**src/rtl/pitg_pkg.sv**
```systemverilog
// constants and types for the interrupt aggregator and thermal guard
// assumes one 100 MHz clock and a synchronous active-low reset
//
// Overview of operation
// - four groups: flags, block mask, live level
// - live level unlatched; flags show latched events
// - group four has rising and falling enables
// - latched flags, blocked or not, drive one line, low
// - blocked source detects nothing; events lost
// - flag latched before blocking stays until cleared
// - asserted line means power-on; holds off sleep
// - line polarity and clear method are configurable
// - sleep line delivery selectable by configuration bit
// - pending storage keeps one last repeat event
// - pending needs two clears, other register between
// - pending off: repeat while asserted is dropped
// - new source latches at once while line asserted
// - line releases when all flags clear
// - clear-on-read clears whole read register only
// - clear-on-write clears bits written as one
// - four hot-die thresholds, hysteresis, latched event
// - shutdown level starts switch-off and records event
// - restart blocked until below hot-die threshold
// - protection on except in backup and off
// - sleep-disable bit stops shutdown watch in sleep
// - hot-die is group one bit five, both edges
package pitg_pkg;
  localparam int PITG_GROUPS = 4;
  localparam int PITG_WIDTH = 8;
  localparam int PITG_HOT_BIT = 5;
  localparam int PITG_SHUT_BIT = 7;
  localparam logic [7:0] PITG_BLOCK_RST = 8'h00;
  localparam logic [7:0] PITG_EDGE_RST = 8'hFF;
  localparam logic PITG_PEND_RST = 1'b1;
  localparam logic PITG_POL_RST = 1'b0;
  typedef enum logic [1:0] {
    PITG_PS_OFF = 2'h0,
    PITG_PS_ACTIVE = 2'h1,
    PITG_PS_SLEEP = 2'h3,
    PITG_PS_BACKUP = 2'h2
  } pitg_pstate_t;
endpackage

```
**src/rtl/pitg_irq_thermal.sv**
```systemverilog
// interrupt aggregation with hot-die and thermal-shutdown events
// assumes register access decoded outside; source lines and comparator
// flags may be asynchronous to i_clk
`timescale 1ns/1ps
module pitg_irq_thermal
  import pitg_pkg::*;
#(
  parameter int GROUPS = pitg_pkg::PITG_GROUPS,
  parameter int W = pitg_pkg::PITG_WIDTH
) (
  input wire logic i_clk,
  input wire logic i_nrst,
  input wire logic [GROUPS*W-1:0] i_src_level,
  input wire logic [3:0] i_hot_cmp,
  input wire logic i_shut_cmp,
  input wire pitg_pkg::pitg_pstate_t i_power_state,
  input wire logic i_sleep_request,
  input wire logic i_restart_request,
  input wire logic [1:0] i_hot_die_threshold_select,
  input wire logic i_thermal_guard_sleep_disable,
  input wire logic i_line_in_sleep_enable,
  input wire logic i_line_active_high,
  input wire logic i_clear_on_write,
  input wire logic i_pending_enable,
  input wire logic [GROUPS*W-1:0] i_irq_group_source_block,
  input wire logic [W-1:0] i_group4_edge_select_a,
  input wire logic [W-1:0] i_group4_edge_select_b,
  input wire logic i_acc_valid,
  input wire logic i_acc_write,
  input wire logic [1:0] i_acc_group,
  input wire logic [W-1:0] i_acc_wdata,
  output logic [GROUPS*W-1:0] o_irq_group_latched_flags,
  output logic [GROUPS*W-1:0] o_irq_group_live_level,
  output logic o_irq_line,
  output logic o_power_on_request,
  output logic o_sleep_allowed,
  output logic o_switch_off,
  output logic o_restart_allowed
);
  localparam int N = GROUPS * W;

  // -------------------------------------------------------------
  // synchronisers
  // -------------------------------------------------------------
  logic [N-1:0] src_m_r, src_r, src_d_r;
  logic [4:0] cmp_m_r, cmp_r;
  always_ff @(posedge i_clk) begin
    if (!i_nrst) begin
      src_m_r <= '0;
      src_r <= '0;
      src_d_r <= '0;
    end else begin
      src_m_r <= i_src_level;
      src_r <= src_m_r;
      src_d_r <= src_r;
    end
  end
  always_ff @(posedge i_clk) begin
    if (!i_nrst) begin
      cmp_m_r <= '0;
      cmp_r <= '0;
    end else begin
      cmp_m_r <= {i_shut_cmp, i_hot_cmp};
      cmp_r <= cmp_m_r;
    end
  end

  // -------------------------------------------------------------
  // thermal guard
  // -------------------------------------------------------------
  logic prot_on, hot_r, shut_r, hot_ev, shut_seen_r, shut_ev;
  logic in_sleep;
  assign in_sleep = (i_power_state == PITG_PS_SLEEP);
  // backup and off leave the guard idle
  assign prot_on = (i_power_state == PITG_PS_ACTIVE) ||
    (in_sleep && !i_thermal_guard_sleep_disable);
  // comparator bank carries the analog hysteresis: upper trip level
  // per threshold, released only below the lower level
  always_ff @(posedge i_clk) begin
    if (!i_nrst) begin
      hot_r <= 1'b0;
    end else begin
      hot_r <= cmp_r[i_hot_die_threshold_select];
    end
  end
  assign hot_ev = (hot_r != cmp_r[i_hot_die_threshold_select]) &&
    (i_power_state == PITG_PS_ACTIVE || in_sleep);
  always_ff @(posedge i_clk) begin
    if (!i_nrst) begin
      shut_seen_r <= 1'b0;
    end else begin
      shut_seen_r <= cmp_r[4] && prot_on;
    end
  end
  assign shut_ev = cmp_r[4] && prot_on && !shut_seen_r;
  always_ff @(posedge i_clk) begin
    if (!i_nrst) begin
      shut_r <= 1'b0;
    end else if (shut_ev) begin
      shut_r <= 1'b1;
    end else if (!hot_r && i_restart_request) begin
      shut_r <= 1'b0;
    end
  end
  always_ff @(posedge i_clk) begin
    if (!i_nrst) begin
      o_switch_off <= 1'b0;
      o_restart_allowed <= 1'b1;
    end else begin
      o_switch_off <= cmp_r[4] && prot_on;
      o_restart_allowed <= !shut_r && !shut_ev;
    end
  end

  // -------------------------------------------------------------
  // event detection
  // -------------------------------------------------------------
  logic [N-1:0] ev, rise, fall;
  assign rise = src_r & ~src_d_r;
  assign fall = ~src_r & src_d_r;
  genvar gi;
  generate
    for (gi = 0; gi < N; gi++) begin : g_ev
      if (gi / W == GROUPS - 1) begin : g_sel
        assign ev[gi] = (rise[gi] && i_group4_edge_select_a[gi % W]) ||
          (fall[gi] && i_group4_edge_select_b[gi % W]);
      end else if (gi == PITG_HOT_BIT) begin : g_hot
        assign ev[gi] = hot_ev;
      end else if (gi == PITG_SHUT_BIT) begin : g_shut
        assign ev[gi] = shut_ev;
      end else begin : g_any
        assign ev[gi] = rise[gi] || fall[gi];
      end
    end
  endgenerate

  // -------------------------------------------------------------
  // status and pending
  // -------------------------------------------------------------
  logic [N-1:0] flag_r, pend_r, clr;
  logic last_valid_r;
  logic [1:0] last_grp_r;
  logic clear_ok, line_on;
  // a second clear in a row to the same group is not honoured
  assign clear_ok = i_acc_valid &&
    !(last_valid_r && last_grp_r == i_acc_group);
  always_ff @(posedge i_clk) begin
    if (!i_nrst) begin
      last_valid_r <= 1'b0;
      last_grp_r <= 2'h0;
    end else if (i_acc_valid) begin
      last_valid_r <= 1'b1;
      last_grp_r <= i_acc_group;
    end
  end
  always_comb begin
    clr = '0;
    for (int g = 0; g < GROUPS; g++) begin
      if (clear_ok && i_acc_group == g[1:0]) begin
        if (i_clear_on_write && i_acc_write) begin
          clr[g*W +: W] = i_acc_wdata;
        end else if (!i_clear_on_write && !i_acc_write) begin
          clr[g*W +: W] = {W{1'b1}};
        end
      end
    end
  end
  assign line_on = |flag_r;
  generate
    for (gi = 0; gi < N; gi++) begin : g_flag
      logic live_ev;
      // blocked source: detection off, latched flag kept
      assign live_ev = ev[gi] && !i_irq_group_source_block[gi];
      always_ff @(posedge i_clk) begin
        if (!i_nrst) begin
          flag_r[gi] <= 1'b0;
          pend_r[gi] <= 1'b0;
        end else if (!flag_r[gi]) begin
          flag_r[gi] <= live_ev;
          pend_r[gi] <= 1'b0;
        end else if (clr[gi]) begin
          // pending moves up; a new event at the clear is not lost
          flag_r[gi] <= pend_r[gi] || live_ev;
          pend_r[gi] <= pend_r[gi] && live_ev && i_pending_enable;
        end else if (live_ev && i_pending_enable) begin
          pend_r[gi] <= 1'b1;
        end
        // pending off: repeat on a latched source dropped
      end
    end
  endgenerate

  // -------------------------------------------------------------
  // outputs
  // -------------------------------------------------------------
  logic deliver;
  assign deliver = line_on && (!in_sleep || i_line_in_sleep_enable);
  always_ff @(posedge i_clk) begin
    if (!i_nrst) begin
      o_irq_group_latched_flags <= '0;
      o_irq_group_live_level <= '0;
      o_irq_line <= !PITG_POL_RST;
      o_power_on_request <= 1'b0;
      o_sleep_allowed <= 1'b0;
    end else begin
      o_irq_group_latched_flags <= flag_r;
      o_irq_group_live_level <= src_r;
      o_irq_line <= deliver ~^ i_line_active_high;
      o_power_on_request <= line_on;
      o_sleep_allowed <= i_sleep_request && !line_on;
    end
  end
endmodule

```
**config.mk**
```make
export PLATFORM = sky130hd
export DESIGN_NAME = pitg_irq_thermal
export DESIGN_NICKNAME = d
export VERILOG_FILES = /design/src/rtl/pitg_pkg.sv /design/src/rtl/pitg_irq_thermal.sv
export SDC_FILE = /design/constraint.sdc
export NUM_CORES = 1
export LEC_CHECK = 0
export ABC_AREA = 0
export BUFFER_PORTS_ARGS = -buffer_cell sky130_fd_sc_hd__buf_2
export CAP_MARGIN = 20
export CORE_AREA = 2 2 129 131
export DETAILED_ROUTE_END_ITERATION = 8
export DIE_AREA = 0 0 131 133
export PLACE_DENSITY = 0.77
export SLEW_MARGIN = 40
export SYNTH_ARGS = -nofsm -noshare
export SYNTH_HDL_FRONTEND = slang
export SYNTH_SLANG_ARGS = --single-unit
```
**constraint.sdc**
```tcl
create_clock -name i_clk -period 1.3 [get_ports i_clk]
set_input_delay 0.065 -clock i_clk [delete_from_list [all_inputs] [get_ports i_clk]]
set_output_delay 0.065 -clock i_clk [all_outputs]
set_load 0.01 [all_outputs]
```
==> Yosys cells after proc, flatten, opt, wreduce, memory -nomap -nowiden <==
Cells that the tools add are included.
{ "classes": {"n_eq_ne": 7, "bitwise": 5, "mux": 138, "magnitude_cmp": 1, "n_reduce_logical": 334} }
{ "op_table": {"columns": ["cell", "count"], "rows": [
  ["1-bit logical AND", 160],
  ["1-bit two-way mux", 131],
  ["2-bit nonzero test", 33],
  ["1-bit logical OR", 65],
  ["32-bit AND", 2],
  ["32-bit NOT", 2],
  ["2-bit AND reduction", 32],
  ["8-bit two-way mux", 6],
  ["1-bit logical NOT", 42],
  ["32-bit OR reduction", 1],
  ["2-bit equality test, second input constant", 3],
  ["2-bit by 1-bit equality test with 1-bit output, second input constant", 2],
  ["2-bit by 4-bit < comparator with 1-bit output, second input constant", 1],
  ["1-bit binary-select mux with 2-bit select", 1],
  ["2-bit equality test", 1],
  ["2-bit logical NOT", 1],
  ["1-bit != test", 1],
  ["1-bit XNOR", 1]
]} }
{ "totals": {"out_inout_bits": 69, "ff_bits": 212, "wordCells": 564, "input_bits": 110} }

==> Longest topological paths before layout <==
Gate-level depths: netlist of the first run.
{ "logic_depth": {"word_depth": 9, "ltp_mapped": 6, "depth_no_buf": 4} }

==> Least setup slack after synthesis of the first run <==
OpenSTA, ideal clock, no wires.
{ "synth_path": {"path_type": "register to register", "start": "register flag_r[26]", "end": "register o_irq_line", "synth_period_minus_slack_ns": 1.319, "path_buffers": 0, "t_arrival_ns": 1.198, "path_slack_ns": -0.019, "path_stages_with_launch": 5, "setup_ns": 0.121, "required_time_ns": 1.179, "path_cell_list": "dfxtp_1 > nor4_1 > nand4_1 > o22ai_1 > mux2_2"} }
{ "synth_between": {"elab_chain_cells": 3} }
{ "synth_rtl": {"columns": ["element", "line", "text"], "rows": [
  ["from (decl)", "pitg_irq_thermal.sv:140", "logic [N-1:0] flag_r, pend_r, clr;"],
  ["from (signal, indexed assignment)", "pitg_irq_thermal.sv:179", "flag_r[gi] <= live_ev;"],
  ["from (signal, indexed assignment)", "pitg_irq_thermal.sv:183", "flag_r[gi] <= pend_r[gi] || live_ev;"],
  ["32-bit OR reduction", "pitg_irq_thermal.sv:168", "assign line_on = |flag_r;"],
  ["1-bit logical AND", "pitg_irq_thermal.sv:197", "assign deliver = line_on && (!in_sleep || i_line_in_sleep_enable);"],
  ["1-bit XNOR", "pitg_irq_thermal.sv:208", "o_irq_line <= deliver ~^ i_line_active_high;"],
  ["to (signal assigned)", "pitg_irq_thermal.sv:202", "o_irq_line <= !PITG_POL_RST;"],
  ["to (signal assigned)", "pitg_irq_thermal.sv:208", null],
  ["to (decl)", "pitg_irq_thermal.sv:34", "output logic o_irq_line,"]
]} }
No other way between the ends.
A chain may end at the register's enable or synchronous reset.

==> Worst setup path after layout of the first run <==
{ "layout_path": {"start": "register flag_r[18]", "end": "register o_irq_line"} }
Same word-level chain as after synthesis.

==> impl_metrics.json, run 1 <==
{
  "status": "complete, but fails checks",
  "violations": "setup timing",
  "setup_viol": 36,
  "global_route.usage.total_pct": 20.7,
  "crit_slowest_cell": "nor4_1",
  "wl_met2_um": 8980,
  "htreeDepth": 1,
  "clock-sinks": 212,
  "hpwl_um": 11900,
  "coreArea_mm2": 0.0162,
  "ios": 179,
  "netSwitchingFraction_pct": 21.2,
  "fin_crit_sh_pct": 119,
  "ys_ff_latch": 212,
  "yosysUniqueCellTypes": 38,
  "hp-start": "i_hot_die_threshold_select[1]",
  "start_kind": "flop",
  "design_area_mm2": 0.0107,
  "hold_path.class": "input pin to flop",
  "drt_wl_total_um": 18500,
  "yosys.area.top_type": "dfxtp_1",
  "hold-path-endpoint": "hot_r$_SDFF_PN0_",
  "dpl_cell_area_mm2": 0.00900,
  "dp_slack_ps": -294,
  "grt_max_degree": 52,
  "slew_violations": 0,
  "grt_overflow_total": 0,
  "cts_buffers": 22,
  "syn-num-nets": 847,
  "finClkSkew_ps": 5.70,
  "die_x_um": 131,
  "peakVddDrop_v": 0.00102,
  "wl_per_cell_um": 14.5,
  "worstPathCellList": "nor4_1 -> nand4_1 -> o22ai_1 -> mux2_2",
  "synth.area.top_cells": "dfxtp_1 56%, and2_1 11%, o21a_1 5.5%, o211ai_1 3.1%, xnor2_1 2.7%",
  "met3WireLength_um": 1120,
  "grt_pass1_wl_um": 28900,
  "p_sw_w": 0.00310,
  "reg2reg_depth": 4,
  "cts-root-buf": "clkbuf_16",
  "avgSynthCellArea_um2": 10.2,
  "period_minus_slack_ps": 1540,
  "ant_nets": 0,
  "final_nets": 1150,
  "yosysSeqAreaShare_pct": 56.3,
  "start_util_pct": 46.6,
  "hold_viol_final": 0,
  "syn_to_final_growth_pct": 42.1,
  "reg2reg_to": "o_irq_line$_SDFF_PN1_",
  "portBuffers": 178,
  "synthesis.area_mm2": 0.00754,
  "drt-vias-per-instance": 4.88,
  "cts.clk_slew.worst_paths_ps": 60,
  "drt-met1-wl_um": 7870,
  "leakage_nw": 4.51,
  "slowest_delay_ps": 360,
  "tns_ps": -1730,
  "dieArea_mm2": 0.0174,
  "synth-edff-count": 0,
  "power_frac_seq_pct": 46.7,
  "seq_area_mm2": 0.00426,
  "highest_layer": "met4",
  "ys_async_sr_fraction_pct": 0,
  "drt-initial-drc-count": 316,
  "clk_path_buf_depth": 3,
  "ff2ff_setup_slack_ps": -240,
  "insertion_delay_ps": 490,
  "fillerInstances": 1208,
  "rr_startpoint": "flag_r[18]$_SDFF_PN0_",
  "grt_pass1_vias": 6013,
  "vias": 6221,
  "num_rows": 47,
  "max-slew-margin-rel_pct": 65.8,
  "place_congestion": 0.786,
  "power.density_mw_per_mm2": 1360,
  "syn_inst": 737,
  "multi_input_area_mm2": 0.00321,
  "cap_violations": 0,
  "comb_power_share_pct": 8.8,
  "cts_tree": "yes",
  "hold_depth": 3,
  "synth-main-ff-cell": "dfxtp_1",
  "ys_warn_count": 0,
  "path_class": "flop to flop",
  "final_layout_size_suffix_gt1_share_pct": 27.4,
  "first_pass_iters": 5,
  "crit_required_ps": 1680,
  "rsz0062_at_grt": "yes",
  "end_kind": "flop",
  "grt_antenna_before_repair": 1,
  "drc_errors": 0,
  "p_clk_share_pct": 44.6,
  "dieHeight_um": 133,
  "worst_pin_slew_ps": 506,
  "synth_top_area_share_pct": 56.3,
  "fin_ws_ps": -241,
  "cp_max_fo": 2,
  "p_int_w": 0.0115,
  "worstPathArrival_ps": 1920,
  "max_clock_freq_ghz": 0.649
}
==> repair_timing <==
| action | CTS | global route |
|---|---|---|
| gates resized for setup | 18 | 40 |
| setup buffers | 0 | 2 |
| pin swaps | 13 | 30 |
| gates cloned | 0 | 2 |
| endpoints found under the hold margin | 114 | 0 |
| endpoints found under the setup margin | 28 | 60 |
| hold buffers | 82 | 0 |
==> worst max-delay path by stage <==
stage	cells past startpoint	start	slack, ps	end
2_1_floorplan	4	flag_r[2]$_SDFF_PN0_	-10	o_irq_line$_SDFF_PN1_
6_report	4	flag_r[18]$_SDFF_PN0_	-240	o_irq_line$_SDFF_PN1_
3_5_place_dp	4	flag_r[9]$_SDFF_PN0_	-290	o_irq_line$_SDFF_PN1_
4_1_cts	5	flag_r[22]$_SDFF_PN0_	-260	o_irq_line$_SDFF_PN1_
3_3_place_gp	4	flag_r[9]$_SDFF_PN0_	-270	o_irq_line$_SDFF_PN1_
5_1_grt	4	flag_r[26]$_SDFF_PN0_	-370	o_irq_line$_SDFF_PN1_
==> cell usage in the layout (no fill, tap or decap), types with 5 or more instances in the layout <==
master,netlist,routed
a211oi_2,0,6
a21boi_1,14,21
a21oi_1,8,7
and2_1,131,131
and3_1,9,9
buf_12,0,5
buf_2,8,177
buf_4,0,43
buf_6,0,5
clkbuf_1,24,6
clkbuf_16,0,23
dfxtp_1,212,207
dlygate4sd3_1,0,82
inv_1,9,9
nand2_1,45,44
nand3b_1,18,18
nor2_1,33,32
nor3b_1,23,23
nor4_1,8,5
o211ai_1,31,31
o21a_1,55,55
o21ai_0,25,7
o21ai_1,0,18
o22ai_1,9,9
o31a_1,8,8
xnor2_1,23,22
==> cell type report <==
cell class | count | share of cell area [%]
Antenna cell | 1 | 0.0234
Clock buffer | 30 | 5.71
Clock inverter | 7 | 1.28
Inverter | 9 | 0.315
Multi-Input combinational cell | 483 | 30.0
Sequential cell | 212 | 39.7
Tap cell | 220 | 2.57
Timing Repair Buffer | 312 | 20.4
==> stage by stage <==
step	hold slack, ps	total power (W)	util, %	cells
finish	20.4	0.0146	66.3	1274
floorplan	168	0.00748	-	737
detailed placement	260	0.00800	55.6	1150
global route	9.22	0.0151	66.3	1274
global placement	261	0.00798	55.6	1150
CTS	5.65	0.0147	65.6	1269
==> sequential cells by signal (all words and copies together), names as in the netlist <==
| register | flops |
|---|---|
| pend_r | 32 |
| hot_r | 1 |
| last_grp_r | 2 |
| o_sleep_allowed | 1 |
| o_irq_group_live_level | 32 |
| cmp_r | 5 |
| flag_r | 32 |
| src_m_r | 32 |
| o_irq_group_latched_flags | 32 |
| cmp_m_r | 5 |
| o_irq_line | 1 |
| o_switch_off | 1 |
| last_valid_r | 1 |
| o_power_on_request | 1 |
| shut_r | 1 |
| src_r | 32 |
| o_restart_allowed | 1 |
==> critical path, delay by kind of cell, from the launching register on <==
family	cells	cell delay, ps
AO/OA/AOI/OAI	1	210
flip-flops	1	310
multiplexers	1	350
AND/OR/NAND/NOR	2	550
==> synthesized netlist by cell type (2+ instances only) <==
cell	count
clkbuf_1	24
a21boi_1	14
and3_1	9
inv_1	9
nand2_1	45
dfxtp_1	212
buf_2	8
o211ai_1	31
nand3b_1	18
nand2b_1	2
nand4_1	3
o22ai_1	9
a211oi_1	8
nor4_1	8
a21oi_1	8
nor2_1	33
and3b_1	2
o31a_1	8
and2_1	131
nor3b_1	23
mux2i_1	2
xnor2_1	23
o21ai_0	25
nor2b_1	4
a21boi_0	11
o21a_1	55
==> cell families after synthesis <==
kind of cell	after synthesis	synth area share (%)
simple gates	284	22.0
buf+inv	42	2.22
mux	4	0.714
flops	212	56.3
compound gates	172	16.1
xor+xnor	23	2.67
==> metal layers <==
layer / vias up / global-route usage [%]
met4: 0 / 6.62
met3: 39 / 4.61
met2: 192 / 35.3
met1: 2855 / 25.7
met5: - / 0
li1: 3135 / -
==> power groups by stage <==
stage / sequential [W] / combinational [W] / clock, W
after floorplan: 0.00697 / 0.000510 / 0
after global routing: 0.00684 / 0.00141 / 0.00690
after detailed placement: 0.00696 / 0.00104 / 0
final: 0.00682 / 0.00129 / 0.00651
after global placement: 0.00695 / 0.00103 / 0
after CTS: 0.00682 / 0.00125 / 0.00665
Power figures use the tool's default switching activity.
==> run 2, diff against run 1 <==
--- a/config.mk
+++ b/config.mk
@@ -12,6 +12,7 @@
 export DETAILED_ROUTE_END_ITERATION = 8
 export DIE_AREA = 0 0 131 133
 export PLACE_DENSITY = 0.77
+export REMOVE_ABC_BUFFERS = 1
 export SLEW_MARGIN = 40
 export SYNTH_ARGS = -nofsm -noshare
 export SYNTH_HDL_FRONTEND = slang
==> run 2 against run 1 <==
Net effect: the run still ends with setup timing left; critical path depth is 1 higher; setup slack worse by 70 ps; hold slack better by 14 ps; first-iteration DRC count is 29% lower; maximum frequency is 4.4% lower; clock power is 3% higher; critical path type unchanged; critical endpoint unchanged.
==> impl_metrics.json, run 2 (synthesis results as in run 1) <==
{
  "ff2ff_setup_slack_ps": -310,
  "grt_pass1_vias": 5894,
  "netSwitchingFraction_pct": 22.0,
  "end_kind": "flop",
  "crit_path_start": "flag_r[30]$_SDFF_PN0_",
  "slowest_delay_ps": 340,
  "reg2reg_to": "o_irq_line$_SDFF_PN1_",
  "num_rows": 47,
  "hold_depth": 5,
  "first_pass_iters": 4,
  "cts_buffers": 23,
  "holdWs_ps": 34.4,
  "cts.clk_slew.worst_paths_ps": 60,
  "max_clock_freq_ghz": 0.621,
  "dp_slack_ps": -336,
  "p_clk_share_pct": 45.3,
  "peakVddDrop_v": 0.00111,
  "cts-root-buf": "clkbuf_16",
  "rr_startpoint": "flag_r[30]$_SDFF_PN0_",
  "wl_per_cell_um": 14.0,
  "p_sw_w": 0.00326,
  "clock-sinks": 212,
  "global_route.usage.total_pct": 20.1,
  "worstPathCellList": "nor4_4 -> buf_4 -> nand4_1 -> o22ai_1 -> mux2_2",
  "crit_slowest_cell": "dfxtp_2",
  "layout_commonest_cell": "dfxtp_1",
  "hp-start": "i_group4_edge_select_a[5]",
  "die_x_um": 131,
  "final_nets": 1147,
  "syn_to_final_growth_pct": 42.2,
  "p_int_w": 0.0116,
  "rsz0062_at_grt": "yes",
  "crit_required_ps": 1690,
  "vias": 6087,
  "status": "complete, but fails checks",
  "drc_errors": 0,
  "cp_max_fo": 2,
  "ant_nets": 0,
  "final_cell_mix": "207 x dfxtp_1, 177 x buf_2, 131 x and2_1",
  "htreeDepth": 1,
  "cts_tree": "yes",
  "grt_antenna_before_repair": 0,
  "hold_viol_final": 0,
  "finClkSkew_ps": 9.38,
  "drt-initial-drc-count": 225,
  "place_congestion": 0.789,
  "power.density_mw_per_mm2": 1380,
  "reg2reg_depth": 5,
  "dieHeight_um": 133,
  "insertion_delay_ps": 500,
  "worstPathArrival_ps": 2000,
  "diodes": 0,
  "drt_wl_total_um": 17900,
  "portBuffers": 178,
  "hold_path.class": "input pin to flop",
  "max-slew-margin-rel_pct": 70.3,
  "start_util_pct": 46.6,
  "dieArea_mm2": 0.0174,
  "cap_violations": 0,
  "start_kind": "flop",
  "drt-vias-per-instance": 4.78,
  "grt_pass1_wl_um": 28200,
  "comb_power_share_pct": 8.7,
  "cp.buffers_inverters": 1,
  "fin_crit_sh_pct": 124,
  "fin_ws_ps": -311,
  "grt_max_degree": 60,
  "slew_violations": 0,
  "power.total_w": 0.0148,
  "final_layout_size_suffix_gt1_share_pct": 27.0,
  "grt_overflow_total": 0,
  "ios": 179,
  "path_class": "flop to flop",
  "cpLargestDelayFamily": "simple AND/OR/NAND/NOR gates",
  "coreArea_mm2": 0.0162,
  "clk_path_buf_depth": 3,
  "setup_viol": 18,
  "violations": "setup timing",
  "period_minus_slack_ps": 1610,
  "final_util_pct": 66.3,
  "leakage_nw": 4.52,
  "power_frac_seq_pct": 46.0,
  "hpwl_um": 11600,
  "hold-path-endpoint": "pend_r[29]$_SDFFE_PN0P_",
  "worst_pin_slew_ps": 439
}
run 2: power groups by stage:
stage	clock, W	combinational, W	sequential, W
3_3_place_gp	0	0.00102	0.00695
3_5_place_dp	0	0.00104	0.00695
6_report	0.00671	0.00129	0.00682
4_1_cts	0.00688	0.00127	0.00681
2_1_floorplan	0	0.000430	0.00697
5_1_grt	0.00718	0.00141	0.00684
run 2: worst max-delay path by stage:
stage,to,slack (ps),cells past startpoint
2_1_floorplan,flag_r[0]$_SDFF_PN0_,-560,4
3_3_place_gp,o_irq_line$_SDFF_PN1_,-310,5
3_5_place_dp,o_irq_line$_SDFF_PN1_,-340,5
4_1_cts,o_irq_line$_SDFF_PN1_,-280,5
5_1_grt,o_irq_line$_SDFF_PN1_,-370,5
6_report,o_irq_line$_SDFF_PN1_,-310,5
run 2: worst reg2reg max path, stage by stage, from the launching register on:
cell	delay, ps
dfxtp_2	340
nor4_4	290
buf_4	160
nand4_1	150
o22ai_1	220
mux2_2	340
run 2: layout make-up:
class	instances	area [um2]
Fill cell	1258	5450
Sequential cell	212	4250
Multi-Input combinational cell	483	3200
Timing Repair Buffer	308	2160
Clock buffer	29	638
Tap cell	220	275
Clock inverter	13	164
Inverter	9	33.8
run 2: per-layer routing:
layer | vias to the layer above | share of wire (%) | GRT usage [%] | wire length, um
li1 | 3135 | - | - | -
met1 | 2745 | 44 | 24.9 | 7940
met2 | 171 | 47 | 35.0 | 8470
met3 | 36 | 5.7 | 3.64 | 1010
met4 | 0 | 2.6 | 6.91 | 458
met5 | - | 0 | 0 | 0
run 2: per-stage QoR:
stage | cells | instance area (um2) | setup TNS [ps]
6_report | 1274 | 10700 | -886
5_1_grt | 1274 | 10700 | -2980
4_1_cts | 1274 | 10700 | -532
3_5_place_dp | 1146 | 8980 | -1590
3_3_place_gp | 1146 | 8980 | -785
2_1_floorplan | 704 | 7400 | -32470
run 2: repair_timing:
action | in CTS | in global routing
pin swaps | 10 | 27
buffers inserted | 2 | 1
resized for setup | 12 | 31
endpoints found under the setup margin | 37 | 56
hold endpoints to repair | 111 | 0
hold buffers | 84 | 0
